===== src/hdl/imrs_cfg.svh =====
// constants for the two-wire master read sequencer
// assumes a 250 MHz core clock; included by bare name
`ifndef IMRS_CFG_SVH
`define IMRS_CFG_SVH

// core clock period in ns
`define IMRS_CLK_NS      4
// least half period of the bus clock in ns
`define IMRS_HALF_NS     5000
// half period in core cycles, rounded up
`define IMRS_HALF_CYC    ((`IMRS_HALF_NS + `IMRS_CLK_NS - 1) / `IMRS_CLK_NS)
// width of the phase timer
`define IMRS_TMR_W       12
// receive buffer shape
`define IMRS_FIFO_DEPTH  32
`define IMRS_DATA_W      8
// bit index of the read/write flag in the address byte
`define IMRS_RW_BIT      0
// index of the last bit of a byte
`define IMRS_LAST_BIT    3'h7

`endif


===== src/hdl/imrs_pkg.sv =====
// types shared by the read sequencer files
// assumes nothing of its surroundings
package imrs_pkg;

    // sequencer states
    typedef enum logic [3:0] {
        ST_IDLE,
        ST_START,
        ST_BIT_LO,
        ST_BIT_HI,
        ST_ACK_LO,
        ST_ACK_HI,
        ST_HOLD,
        ST_RS_LO,
        ST_RS_HI,
        ST_STOP_LO,
        ST_STOP_HI
    } imrs_state_e;

    typedef logic [7:0] imrs_byte_t;

endpackage


===== src/hdl/imrs_fifo.sv =====
// receive buffer: synchronous fifo with registered read data
// assumes one clock, synchronous active-low reset
`timescale 1ns/1ps
module imrs_fifo
    import imrs_pkg::*;
#(
    parameter int WIDTH = 8,
    parameter int DEPTH = 32,
    parameter int AW    = $clog2(DEPTH)
) (
    input  wire logic             core_clk,
    input  wire logic             rst_n,
    input  wire logic [WIDTH-1:0] inData,
    input  wire logic             inValid,
    output logic                  inReady,
    output logic [WIDTH-1:0]      outData,
    output logic                  outValid,
    input  wire logic             outReady,
    output logic [AW:0]           count
);

    logic [WIDTH-1:0] mem [DEPTH];
    logic [AW-1:0]    wrPtr_q, wrPtr_d, rdPtr_q, rdPtr_d;
    logic [AW:0]      cnt_q, cnt_d;
    logic [WIDTH-1:0] outData_q, outData_d;
    logic             push, pop;

    // ------------------------------------------------------------
    // pointer and count update
    // ------------------------------------------------------------
    always_comb begin
        push     = inValid && inReady;
        pop      = outValid && outReady;
        wrPtr_d  = push ? AW'(wrPtr_q + 1'b1) : wrPtr_q;
        rdPtr_d  = pop ? AW'(rdPtr_q + 1'b1) : rdPtr_q;
        cnt_d    = (AW+1)'(cnt_q + {{AW{1'b0}}, push} - {{AW{1'b0}}, pop});
        // bypass when the word lands on the next head slot
        if (push && wrPtr_q == rdPtr_d) begin
            outData_d = inData;
        end else begin
            outData_d = mem[rdPtr_d];
        end
    end

    always_ff @(posedge core_clk) begin
        if (!rst_n) begin
            wrPtr_q   <= '0;
            rdPtr_q   <= '0;
            cnt_q     <= '0;
            outData_q <= '0;
        end else begin
            wrPtr_q   <= wrPtr_d;
            rdPtr_q   <= rdPtr_d;
            cnt_q     <= cnt_d;
            outData_q <= outData_d;
        end
    end

    // storage write
    always_ff @(posedge core_clk) begin
        if (push) begin
            mem[wrPtr_q] <= inData;
        end
    end

    assign inReady  = (cnt_q != (AW+1)'(DEPTH));
    assign outValid = (cnt_q != '0);
    assign outData  = outData_q;
    assign count    = cnt_q;

endmodule


===== src/hdl/imrs_seq.sv =====
// two-wire bus master read, acknowledge, repeated start and stop sequencer
// assumes open-drain pins resolved outside; control bits are plain ports
`timescale 1ns/1ps
`include "imrs_cfg.svh"

module imrs_seq
    import imrs_pkg::*;
#(
    parameter int HALF_CYC   = `IMRS_HALF_CYC,
    parameter int FIFO_DEPTH = `IMRS_FIFO_DEPTH
) (
    input  wire logic   core_clk,
    input  wire logic   rst_n,
    input  wire logic   xferSet,
    input  wire logic   ctlStart,
    input  wire logic   ctlStop,
    input  wire logic   ctlAckNack,
    input  wire logic   ctlMasterAbort,
    input  wire logic   rxFullIe,
    input  imrs_byte_t  txData,
    input  wire logic   bufRead,
    output imrs_byte_t  dataBuf,
    output logic        bufValid,
    output logic        xferByte,
    output logic        rxFull,
    output logic        ackStatus,
    output logic        unitBusy,
    output logic        masterRx,
    output logic        rxFullIrq,
    input  wire logic   sclIn,
    output logic        sclOut,
    output logic        sclOe_n,
    input  wire logic   sdaIn,
    output logic        sdaOut,
    output logic        sdaOe_n
);

    localparam int AW = $clog2(FIFO_DEPTH);

    imrs_state_e      state_q, state_d;
    logic [`IMRS_TMR_W-1:0] tmr_q, tmr_d;
    logic [2:0]       bitCnt_q, bitCnt_d;
    imrs_byte_t       shift_q, shift_d;
    logic             isAddr_q, isAddr_d;
    logic             nackSel_q, nackSel_d;
    logic             stopReq_q, stopReq_d;
    logic             xfer_q, xfer_d;
    logic             rxFull_q, rxFull_d;
    logic             ackSt_q, ackSt_d;
    logic             busy_q, busy_d;
    logic             mRx_q, mRx_d;
    logic             sclRel_q, sclRel_d;
    logic             sdaRel_q, sdaRel_d;
    logic             sclMeta_q, sclSync_q, sdaMeta_q, sdaSync_q;
    logic             phaseEnd, push, fifoReady;
    logic [AW:0]      fifoCount;
    logic             addrRw_q, addrRw_d, txAddrBit;
    imrs_byte_t       addrByte_q, addrByte_d;

    // true for states other than idle where the master releases the clock line
    function automatic logic highPhase(input imrs_state_e s);
        return (s == ST_START) || (s == ST_BIT_HI) || (s == ST_ACK_HI) ||
               (s == ST_RS_HI) || (s == ST_STOP_HI);
    endfunction

    // true when an address byte asked for a read
    function automatic logic isAddrRead(input logic addr, input logic rw);
        return addr && rw;
    endfunction

    // ------------------------------------------------------------
    // pin synchronisers
    // ------------------------------------------------------------
    always_ff @(posedge core_clk) begin
        if (!rst_n) begin
            sclMeta_q <= 1'b1;
            sclSync_q <= 1'b1;
            sdaMeta_q <= 1'b1;
            sdaSync_q <= 1'b1;
        end else begin
            sclMeta_q <= sclIn;
            sclSync_q <= sclMeta_q;
            sdaMeta_q <= sdaIn;
            sdaSync_q <= sdaMeta_q;
        end
    end

    // phase ends after a half period; high phases wait for a stretched clock
    assign phaseEnd = (tmr_q == `IMRS_TMR_W'(HALF_CYC - 1)) && (!highPhase(state_q) || sclSync_q);

    // ------------------------------------------------------------
    // sequencer next state
    // ------------------------------------------------------------
    always_comb begin
        state_d   = state_q;
        tmr_d     = phaseEnd ? '0 : (tmr_q == `IMRS_TMR_W'(HALF_CYC - 1)) ? tmr_q : `IMRS_TMR_W'(tmr_q + 1'b1);
        bitCnt_d  = bitCnt_q;
        shift_d   = shift_q;
        isAddr_d  = isAddr_q;
        nackSel_d = nackSel_q;
        stopReq_d = stopReq_q;
        xfer_d    = xfer_q;
        ackSt_d   = ackSt_q;
        busy_d    = busy_q;
        mRx_d     = mRx_q;
        push      = 1'b0;
        case (state_q)
            ST_IDLE: begin
                tmr_d  = '0;
                busy_d = 1'b0;
                if (xferSet && ctlStart) begin
                    // clear receive mode, send the address as transmitter
                    state_d   = ST_START;
                    shift_d   = txData;
                    isAddr_d  = 1'b1;
                    mRx_d     = 1'b0;
                    stopReq_d = ctlStop;
                    xfer_d    = 1'b1;
                    busy_d    = 1'b1;
                end
            end
            ST_START: begin
                if (phaseEnd) begin
                    state_d  = ST_BIT_LO;
                    bitCnt_d = '0;
                end
            end
            ST_BIT_LO: begin
                if (phaseEnd) begin
                    state_d = ST_BIT_HI;
                end
            end
            ST_BIT_HI: begin
                if (phaseEnd) begin
                    // receiver samples data, transmitter moves to the next bit
                    shift_d = {shift_q[6:0], mRx_q ? sdaSync_q : 1'b0};
                    if (bitCnt_q == `IMRS_LAST_BIT) begin
                        state_d = ST_ACK_LO;
                    end else begin
                        state_d  = ST_BIT_LO;
                        bitCnt_d = 3'(bitCnt_q + 1'b1);
                    end
                end
            end
            ST_ACK_LO: begin
                if (phaseEnd) begin
                    state_d = ST_ACK_HI;
                end
            end
            ST_ACK_HI: begin
                if (phaseEnd && mRx_q && fifoReady) begin
                    // byte enters the buffer only after the ack bit time
                    push    = 1'b1;
                    xfer_d  = 1'b0;
                    ackSt_d = nackSel_q;
                    state_d = stopReq_q ? ST_STOP_LO : ST_HOLD;
                end else if (phaseEnd && !mRx_q) begin
                    ackSt_d = sdaSync_q;
                    xfer_d  = 1'b0;
                    if (isAddr_q) begin
                        // direction bit picks the mode right after the ack
                        mRx_d   = isAddrRead(isAddr_q, addrRw_q);
                        state_d = ST_HOLD;
                    end else begin
                        state_d = stopReq_q ? ST_STOP_LO : ST_HOLD;
                    end
                    isAddr_d = 1'b0;
                end else if (phaseEnd) begin
                    tmr_d = tmr_q; // buffer full: hold the clock until room
                end
            end
            ST_HOLD: begin
                tmr_d = '0;
                if (xferSet && ctlStart) begin
                    // chained transaction: repeated start instead of stop
                    state_d   = ST_RS_LO;
                    shift_d   = txData;
                    isAddr_d  = 1'b1;
                    mRx_d     = 1'b0;
                    stopReq_d = ctlStop;
                    xfer_d    = 1'b1;
                end else if (xferSet) begin
                    state_d   = ST_BIT_LO;
                    bitCnt_d  = '0;
                    shift_d   = mRx_q ? 8'hFF : txData;
                    nackSel_d = ctlAckNack;
                    stopReq_d = ctlStop;
                    xfer_d    = 1'b1;
                end else if (ctlMasterAbort && !xfer_q) begin
                    state_d = ST_STOP_LO;
                end
            end
            ST_RS_LO: begin
                if (phaseEnd) begin
                    state_d = ST_RS_HI;
                end
            end
            ST_RS_HI: begin
                if (phaseEnd) begin
                    state_d = ST_START;
                end
            end
            ST_STOP_LO: begin
                if (phaseEnd) begin
                    state_d = ST_STOP_HI;
                end
            end
            ST_STOP_HI: begin
                if (phaseEnd) begin
                    state_d = ST_IDLE;
                    mRx_d   = 1'b0;
                end
            end
            default: begin
                state_d = ST_IDLE;
            end
        endcase
    end

    // direction bit of the last address byte
    assign addrByte_d = ((state_q == ST_IDLE || state_q == ST_HOLD) && xferSet && ctlStart) ? txData : addrByte_q;
    assign txAddrBit  = addrByte_q[`IMRS_RW_BIT];
    assign addrRw_d   = (isAddr_q && state_q == ST_BIT_LO && bitCnt_q == 3'h0) ? txAddrBit : addrRw_q;

    // ------------------------------------------------------------
    // pin drive: release is high, drive low is enable low
    // ------------------------------------------------------------
    always_comb begin
        sclRel_d = highPhase(state_d) || state_d == ST_IDLE;
        // data trails the clock by one cycle, so it never moves on a clock edge
        case (state_q)
            ST_IDLE:    sdaRel_d = 1'b1;
            ST_START:   sdaRel_d = 1'b0;
            ST_BIT_LO,
            ST_BIT_HI:  sdaRel_d = mRx_q ? 1'b1 : shift_q[7];
            // transmitter releases, receiver drives the programmed answer
            ST_ACK_LO,
            ST_ACK_HI:  sdaRel_d = mRx_q ? nackSel_q : 1'b1;
            ST_HOLD:    sdaRel_d = 1'b1;
            ST_RS_LO,
            ST_RS_HI:   sdaRel_d = 1'b1;
            ST_STOP_LO,
            ST_STOP_HI: sdaRel_d = 1'b0;
            default:    sdaRel_d = 1'b1;
        endcase
    end

    // receive-full: set on push wins over a draining read
    always_comb begin
        rxFull_d = push || (rxFull_q && !(bufRead && bufValid && fifoCount == (AW+1)'(1)));
    end

    // ------------------------------------------------------------
    // state registers
    // ------------------------------------------------------------
    always_ff @(posedge core_clk) begin
        if (!rst_n) begin
            state_q    <= ST_IDLE;
            tmr_q      <= '0;
            bitCnt_q   <= '0;
            shift_q    <= '0;
            isAddr_q   <= 1'b0;
            nackSel_q  <= 1'b0;
            stopReq_q  <= 1'b0;
            xfer_q     <= 1'b0;
            rxFull_q   <= 1'b0;
            ackSt_q    <= 1'b0;
            busy_q     <= 1'b0;
            mRx_q      <= 1'b0;
            sclRel_q   <= 1'b1;
            sdaRel_q   <= 1'b1;
            addrRw_q   <= 1'b0;
            addrByte_q <= '0;
        end else begin
            state_q    <= state_d;
            tmr_q      <= tmr_d;
            bitCnt_q   <= bitCnt_d;
            shift_q    <= shift_d;
            isAddr_q   <= isAddr_d;
            nackSel_q  <= nackSel_d;
            stopReq_q  <= stopReq_d;
            xfer_q     <= xfer_d;
            rxFull_q   <= rxFull_d;
            ackSt_q    <= ackSt_d;
            busy_q     <= busy_d;
            mRx_q      <= mRx_d;
            sclRel_q   <= sclRel_d;
            sdaRel_q   <= sdaRel_d;
            addrRw_q   <= addrRw_d;
            addrByte_q <= addrByte_d;
        end
    end

    // ------------------------------------------------------------
    // receive buffer
    // ------------------------------------------------------------
    imrs_fifo #(
        .WIDTH (`IMRS_DATA_W),
        .DEPTH (FIFO_DEPTH)
    ) u_fifo (
        .core_clk (core_clk),
        .rst_n    (rst_n),
        .inData   (shift_q),
        .inValid  (push),
        .inReady  (fifoReady),
        .outData  (dataBuf),
        .outValid (bufValid),
        .outReady (bufRead),
        .count    (fifoCount)
    );

    // status outputs
    assign xferByte  = xfer_q;
    assign rxFull    = rxFull_q;
    assign ackStatus = ackSt_q;
    assign unitBusy  = busy_q;
    assign masterRx  = mRx_q;
    assign rxFullIrq = rxFull_q && !xfer_q && rxFullIe;
    assign sclOut    = 1'b0;
    assign sdaOut    = 1'b0;
    assign sclOe_n   = sclRel_q;
    assign sdaOe_n   = sdaRel_q;
endmodule


===== config.mk =====
export PLATFORM = sky130hd
export DESIGN_NAME = imrs_seq
export DESIGN_NICKNAME = d
export VERILOG_FILES = /design/src/hdl/imrs_pkg.sv /design/src/hdl/imrs_fifo.sv /design/src/hdl/imrs_seq.sv
export VERILOG_INCLUDE_DIRS = /design/src /design/src/hdl
export SDC_FILE = /design/constraint.sdc
export NUM_CORES = 1
export LEC_CHECK = 0
export ABC_AREA = 1
export BUFFER_PORTS_ARGS = -buffer_cell sky130_fd_sc_hd__buf_2
export CAP_MARGIN = 20
export CORE_AREA = 2 2 170 172
export CTS_BUF_LIST = sky130_fd_sc_hd__clkbuf_4 sky130_fd_sc_hd__clkbuf_8
export CTS_CLUSTER_DIAMETER = 120
export CTS_CLUSTER_SIZE = 20
export DETAILED_ROUTE_END_ITERATION = 10
export DIE_AREA = 0 0 172 174
export GPL_ROUTABILITY_DRIVEN = 0
export GPL_TIMING_DRIVEN = 0
export HOLD_SLACK_MARGIN = 0.08
export PLACE_DENSITY = 0.79
export SLEW_MARGIN = 0
export SYNTH_ARGS = -nofsm -noshare
export SYNTH_HDL_FRONTEND = slang
export SYNTH_SLANG_ARGS = --single-unit

===== constraint.sdc =====
create_clock -name core_clk -period 7.47 [get_ports core_clk]
set_clock_uncertainty 0.2 [all_clocks]
set_input_delay 0.747 -clock core_clk [delete_from_list [all_inputs] [get_ports core_clk]]
set_output_delay 0.747 -clock core_clk [all_outputs]
set_load 0.02 [all_outputs]

* Word-level counts from Yosys, hierarchy flattened
Memory sizes are Yosys's and may differ from the RTL's. A register that Yosys moved wholly into a read port is not among the register bits.
Index checks and enable logic that the tools add are counted.
** Word-level totals
- Register bits after elaboration :: 59
- Memory bits (writable) :: 256
- Bits of input ports :: 19
- Output and inout port bits :: 19
- Logic and storage cells :: 187
- Memories :: 1
** Memories
- u_fifo.mem :: depth 32, bits a word 8, rd ports 1, clocked after memory_dff 1, wr ports 1, line imrs_fifo.sv:22 : logic [WIDTH-1:0] mem [DEPTH];
** Cells by class
- Add/sub/neg operators :: 6
- Equality and inequality tests :: 33
- Multiplexer cells :: 66
- Bitwise gates (word level) :: 1
- Reductions and logical operators :: 57
** Operator list (count)
- $mux 4 :: 16
- $mux 12 :: 5
- $pmux 4 s11 :: 1
- $mux 8 :: 5
- $mux 1 :: 24
- $pmux 12 s2 :: 1
- $pmux 8 s3 :: 1
- $eq 4x3->1 const B :: 5
- $eq 4x4->1 const B :: 5
- $mux 3 :: 6
- $ne 2x2->1 const B :: 9
- $logic_and 1x1->1 :: 17
- $add 12x1->12 const B :: 1
- $eq 12x11->1 const B :: 1
- $eq 4x2->1 const B :: 3
- $logic_or 1x1->1 :: 12
- $reduce_and 4->1 :: 3
- $reduce_and 6->1 :: 2
- $reduce_bool 3->1 :: 4
- $add 5x1->5 const B :: 2
- $pmux 1 s3 :: 3
- $pmux 3 s3 :: 1
- $eq 4x1->1 const B :: 2
- $logic_not 4->1 :: 2
- other kinds (21) :: 32

* Logic depth before layout (Yosys ltp)
- Word-level depth :: 18
- Mapped depth :: 21
- Gate-level depth less buffers :: 20

* Hierarchy
From an unflattened synthesis, not the netlist that was laid out.
** Unflattened totals
- Cells, all modules :: 1619
- Area, all modules :: 15454.8 um^2
** Modules (own cells, without submodules)
- imrs_fifo :: times used 1, cells each 1237, area an instance 12808.5 um^2, sequential area each 8167.8 um^2
- imrs_seq :: times used 1, cells each 382, area an instance 2646.3 um^2, sequential area each 860.8 um^2

* Worst setup path after synthesis
OpenSTA, ideal clock, no wires.
- Kind :: flip-flop to flip-flop
- From :: register tmr_q[0]
- To :: register u_fifo.cnt_q[4], in the netlist u_fifo.count[4]
- Library setup time :: 119 ps
- Arrival :: 2477 ps
- Data required time :: 7151 ps
- Setup slack :: 4674 ps
- Stages on the path, launching flop included :: 20
- Buffers on the path :: 1
- Clock period less this slack :: 2796 ps
- Cells stage by stage :: dfxtp_1 -> ha_1 -> nand3_1 -> inv_1 -> nand3_2 -> clkinv_2 -> nand2_4 -> inv_6 -> nand4_4 -> inv_6 -> buf_8 -> ha_1 -> inv_1 -> fa_1 -> nor2_1 -> nor2_1 -> nor2_1 -> nor2_1 -> o21ai_0 -> a21oi_1
** Between the ends
- Cells in the longest elaborated chain, start to end :: 9
** Ends and longest elaborated chain
- start: declaration :: line imrs_seq.sv:41 : logic [`IMRS_TMR_W-1:0] tmr_q, tmr_d;
- start signal: assignment :: line imrs_seq.sv:276 : tmr_q <= tmr_d;
- $eq 12x11->1 :: line imrs_seq.sv:89 : assign phaseEnd = (tmr_q == `IMRS_TMR_W'(HALF_CYC - 1)) && (!highPhase(state_q) || sclSync_q);
- $logic_and 1x1->1 :: line imrs_seq.sv:89
- $logic_and 1x1->1 (2 in a row) :: line imrs_seq.sv:151 : if (phaseEnd && mRx_q && fifoReady) begin
- $mux 1 :: line imrs_seq.sv:151
- $mux 1 :: line imrs_seq.sv:107 : case (state_q)
- $logic_and 1x1->1 :: line imrs_fifo.sv:32 : push = inValid && inReady;
- via u_fifo.push :: line imrs_fifo.sv:26 : logic push, pop;
- $add 6x1->6 :: line imrs_fifo.sv:36 : cnt_d = (AW+1)'(cnt_q + {{AW{1'b0}}, push} - {{AW{1'b0}}, pop});
- $sub 6x1->6 :: line imrs_fifo.sv:36
- end signal: assignment :: line imrs_fifo.sv:54 : cnt_q <= cnt_d;
- end: declaration :: line imrs_fifo.sv:24 : logic [AW:0] cnt_q, cnt_d;
The timed path passes the listed nets, and every way through them passes these cells.
A chain may end at the register's enable or synchronous reset.

* Worst setup path in the final report
- From :: register tmr_q[0]
- To :: memory u_fifo.mem[24][1], enable pin
** Between the ends
- Cells in the longest elaborated chain, start to end :: 9
** Ends and longest elaborated chain
- $eq 12x11->1 :: line imrs_seq.sv:89
- $logic_and 1x1->1 :: line imrs_seq.sv:89
- $logic_and 1x1->1 (2 in a row) :: line imrs_seq.sv:151
- $mux 1 :: line imrs_seq.sv:151
- $mux 1 :: line imrs_seq.sv:107
- $logic_and 1x1->1 :: line imrs_fifo.sv:32
- via u_fifo.push :: line imrs_fifo.sv:26
- $mux 1 :: line imrs_fifo.sv:61 : if (push) begin
- $mux 1 (not written as such) :: line imrs_fifo.sv:62 : mem[wrPtr_q] <= inData;
- end: declaration :: line imrs_fifo.sv:22
The timed path passes the listed nets, and every way through them passes these cells.

==> flow_metrics.py <==
metrics = {
    "yosys": {
        "synthesis.area_um2": 15200,
        "synthArstFlopShare": 0,
        "yosys.area.top_type": "edfxtp_1",
        "synth_sequential_area_ratio": 0.592,
        "yosys_register_bits": 323,
        "syn_avg_cell_area_um2": 9.52,
        "yosysTopAreaCellShare": 0.504,
        "syn_inst": 1602,
        "synth_edf_count": 256,
        "ys_top_cells_by_area": "edfxtp_1 (50%), nand3_1 (9.9%), dfxtp_1 (8.8%)",
        "yosysWarnings": 0,
        "yosys_most_used_dff": "edfxtp_1",
        "yosys.cell_types.count": 49,
    },
    "critical_path": {
        "crit_path_cell_trace": "ha_1, nand3_1, inv_1, nand3_2, clkinv_2, nand2_4, inv_6, nand4_4, inv_6, buf_8, nand2_1, nor2_1",
        "cpPeakStageDelay_ns": 0.81,
        "cp_slowest_cell": "nor2_1",
        "cp-start-kind": "register",
        "cpMostUsedCell": "inv_6",
        "cp.required_ns": 7.48,
        "critPathKind": "reg -> reg",
        "crit_arrival_ns": 3.47,
        "cp-end-kind": "register",
        "cp_max_fo": 10,
    },
    "timing": {
        "min_period_ns": 3.46,
        "timing.final.ws_setup_ns": 4.01,
        "tns_ns": 0,
        "worst_slew_pin_slew_ns": 0.981,
        "holdWs_ns": 0.170,
        "finalMaxSlewViolations": 0,
        "timing.fmax_mhz": 289,
        "slew_headroom": 0.342,
        "rsz0062_at_grt": "false",
        "finalCritPeriodShare": 0.464,
        "hold_violations": 0,
        "setup_viol": 0,
    },
    "layout": {
        "final_cell_count_no_fill": 2066,
        "design_area_um2": 16500,
        "multi_input_area_um2": 4900,
        "drive_gt1_frac": 0.0999,
        "fin_nets": 1706,
        "num-fill-cells": 2382,
        "final-seq-area_um2": 9030,
        "syn_to_final_growth_pct": 8.12,
    },
    "job": {
        "max_cap_violations": 0,
    },
    "route": {
        "drt-total-wl_um": 39800,
        "vias": 11800,
        "antenna_left": 0,
        "drt_first_iter_violations": 1368,
        "via_per_inst": 5.72,
        "drc": 0,
        "wire_per_inst_um": 19.3,
        "dr.pass1.iters": 5,
    },
    "placement": {
        "dp_cells": 2027,
        "io_buffers": 34,
        "dp_slack_ns": 4.08,
        "placed_area_um2": 16000,
        "dp_hpwl_um": 28300,
    },
    "grt": {
        "track_usage": 0.266,
        "grt.overflow.total": 0,
        "grt_pass1_vias": 11200,
        "grt_max_degree": 34,
        "antenna_found_initial": 0,
        "grt_pass1_wl_um": 60900,
    },
    "floorplan": {
        "design.core.area_um2": 28200,
        "rows": 62,
        "start_util": 0.540,
        "design.die.area_um2": 29900,
        "ioPinCount": 38,
        "die_width_um": 172,
        "die_y_um": 174,
    },
    "power_and_ir_drop": {
        "ir_drop_uv": 176,
        "p_per_area_nw_per_um2": 288,
        "leakage_nw": 6.83,
    },
    "cts": {
        "cts_resized": 0,
        "clock_latency_ns": 0.57,
        "clk_path_buf_depth": 3,
        "cts_buffers": 20,
        "hold_buffers": 0,
        "cts.clk_slew.worst_paths_ns": 0.12,
        "postCtsSetupBuffers": 0,
        "clock_sinks": 323,
        "cts_tree": "done",
        "htreeDepth": 1,
        "clockRootBuffer": "clkbuf_8",
    },
    "min_path": {
        "hp-class": "in -> reg",
    },
    "status": {
        "outcome": "finished clean",
    },
}
==> layout by cell type, fill, tap and decap left out, types with 4 or more instances in the layout <==
cell / n
nand3_1: 302
nand2_1: 298
buf_2: 74
dfxtp_1: 64
buf_4: 11
nand3b_1: 67
o211ai_1: 4
inv_2: 4
ha_1: 19
a21oi_1: 34
a211oi_1: 5
inv_1: 240
nand4_1: 19
clkbuf_4: 14
o21ai_0: 32
clkbuf_8: 21
xor2_1: 9
nor3_1: 11
a22oi_1: 5
nor2_1: 94
clkbuf_1: 26
or2_2: 6
nand2_2: 5
edfxtp_1: 256
buf_16: 5
==> cell families after synthesis <==
logic type | after synthesis | share of synthesized area
compound gates | 97 | 0.0382
other cells | 1 | 0.000246
fa+ha+maj | 20 | 0.0169
buf+inv | 326 | 0.0875
simple gates | 824 | 0.259
flops | 323 | 0.592
xor+xnor | 11 | 0.00632
==> power breakdown <==
| group | switching (W) | internal [W] |
|---|---|---|
| clock | 0.000546 | 0.000341 |
| combinational | 0.00126 | 0.000524 |
| sequential | 0.0000615 | 0.00201 |
==> flip-flops by register name, summed over array words and instances (netlist names), 3 cells and up <==
| register | count |
|---|---|
| tmr_q | 12 |
| shift_q | 8 |
| u_fifo.mem | 256 |
| u_fifo.count | 6 |
| u_fifo.wrPtr_q | 5 |
| state_q | 4 |
| bitCnt_q | 3 |
| u_fifo.rdPtr_q | 5 |
| u_fifo.outData | 8 |
==> cells in the mapped netlist, types with 6 or more instances <==
cell type,instances
inv_1,240
buf_2,37
o21ai_0,32
a21oi_1,34
edfxtp_1,256
nand3b_1,67
clkbuf_1,26
nand2_1,298
dfxtp_1,67
ha_1,19
or2_2,6
buf_4,11
nand3_1,302
nand4_1,19
nor2_1,94
xor2_1,9
nor3_1,13
==> critical path, delay by kind of cell (launching register included) <==
family | cells | cell delay [ns]
adders and majority gates | 1 | 0.20
DFF | 1 | 0.42
buffers and inverters | 5 | 0.63
and+or+nand+nor | 6 | 1.66
==> stage by stage <==
step	util	power (W)
floorplan	-	0.00322
global placement	0.563	0.00376
detailed placement	0.568	0.00382
CTS	0.583	0.00468
global route	0.584	0.00494
finish	0.584	0.00474
==> layer usage <==
| layer | GRT usage | vias up | part of all wire |
|---|---|---|---|
| li1 | - | 5496 | - |
| met1 | 0.356 | 5488 | 0.38 |
| met2 | 0.423 | 718 | 0.46 |
| met3 | 0.0517 | 123 | 0.11 |
| met4 | 0.114 | 0 | 0.042 |
| met5 | 0 | - | 0 |
==> path summary, 6_finish.rpt <==
check | startpoint | to | slack [ns] | depth (start not counted)
setup / recovery | tmr_q[0] | u_fifo.mem[24][1] | 4.01 | 12
hold / removal | sclIn | sclMeta_q | 0.17 | 2
setup reg to reg | tmr_q[0] | u_fifo.mem[24][1] | 4.01 | 12
hold reg to reg | sclMeta_q | sclSync_q | 0.22 | 1
==> area by class of cell <==
class                           instances  area share
Antenna cell                            1    0.000152
Timing Repair Buffer                   42      0.0196
Clock inverter                          1     0.00121
Tap cell                              384      0.0291
Multi-Input combinational cell        954       0.297
Sequential cell                       323       0.548
Clock buffer                           35      0.0239
Inverter                              248      0.0572
Buffer                                 78      0.0238
(Power assumes the default switching activity.)
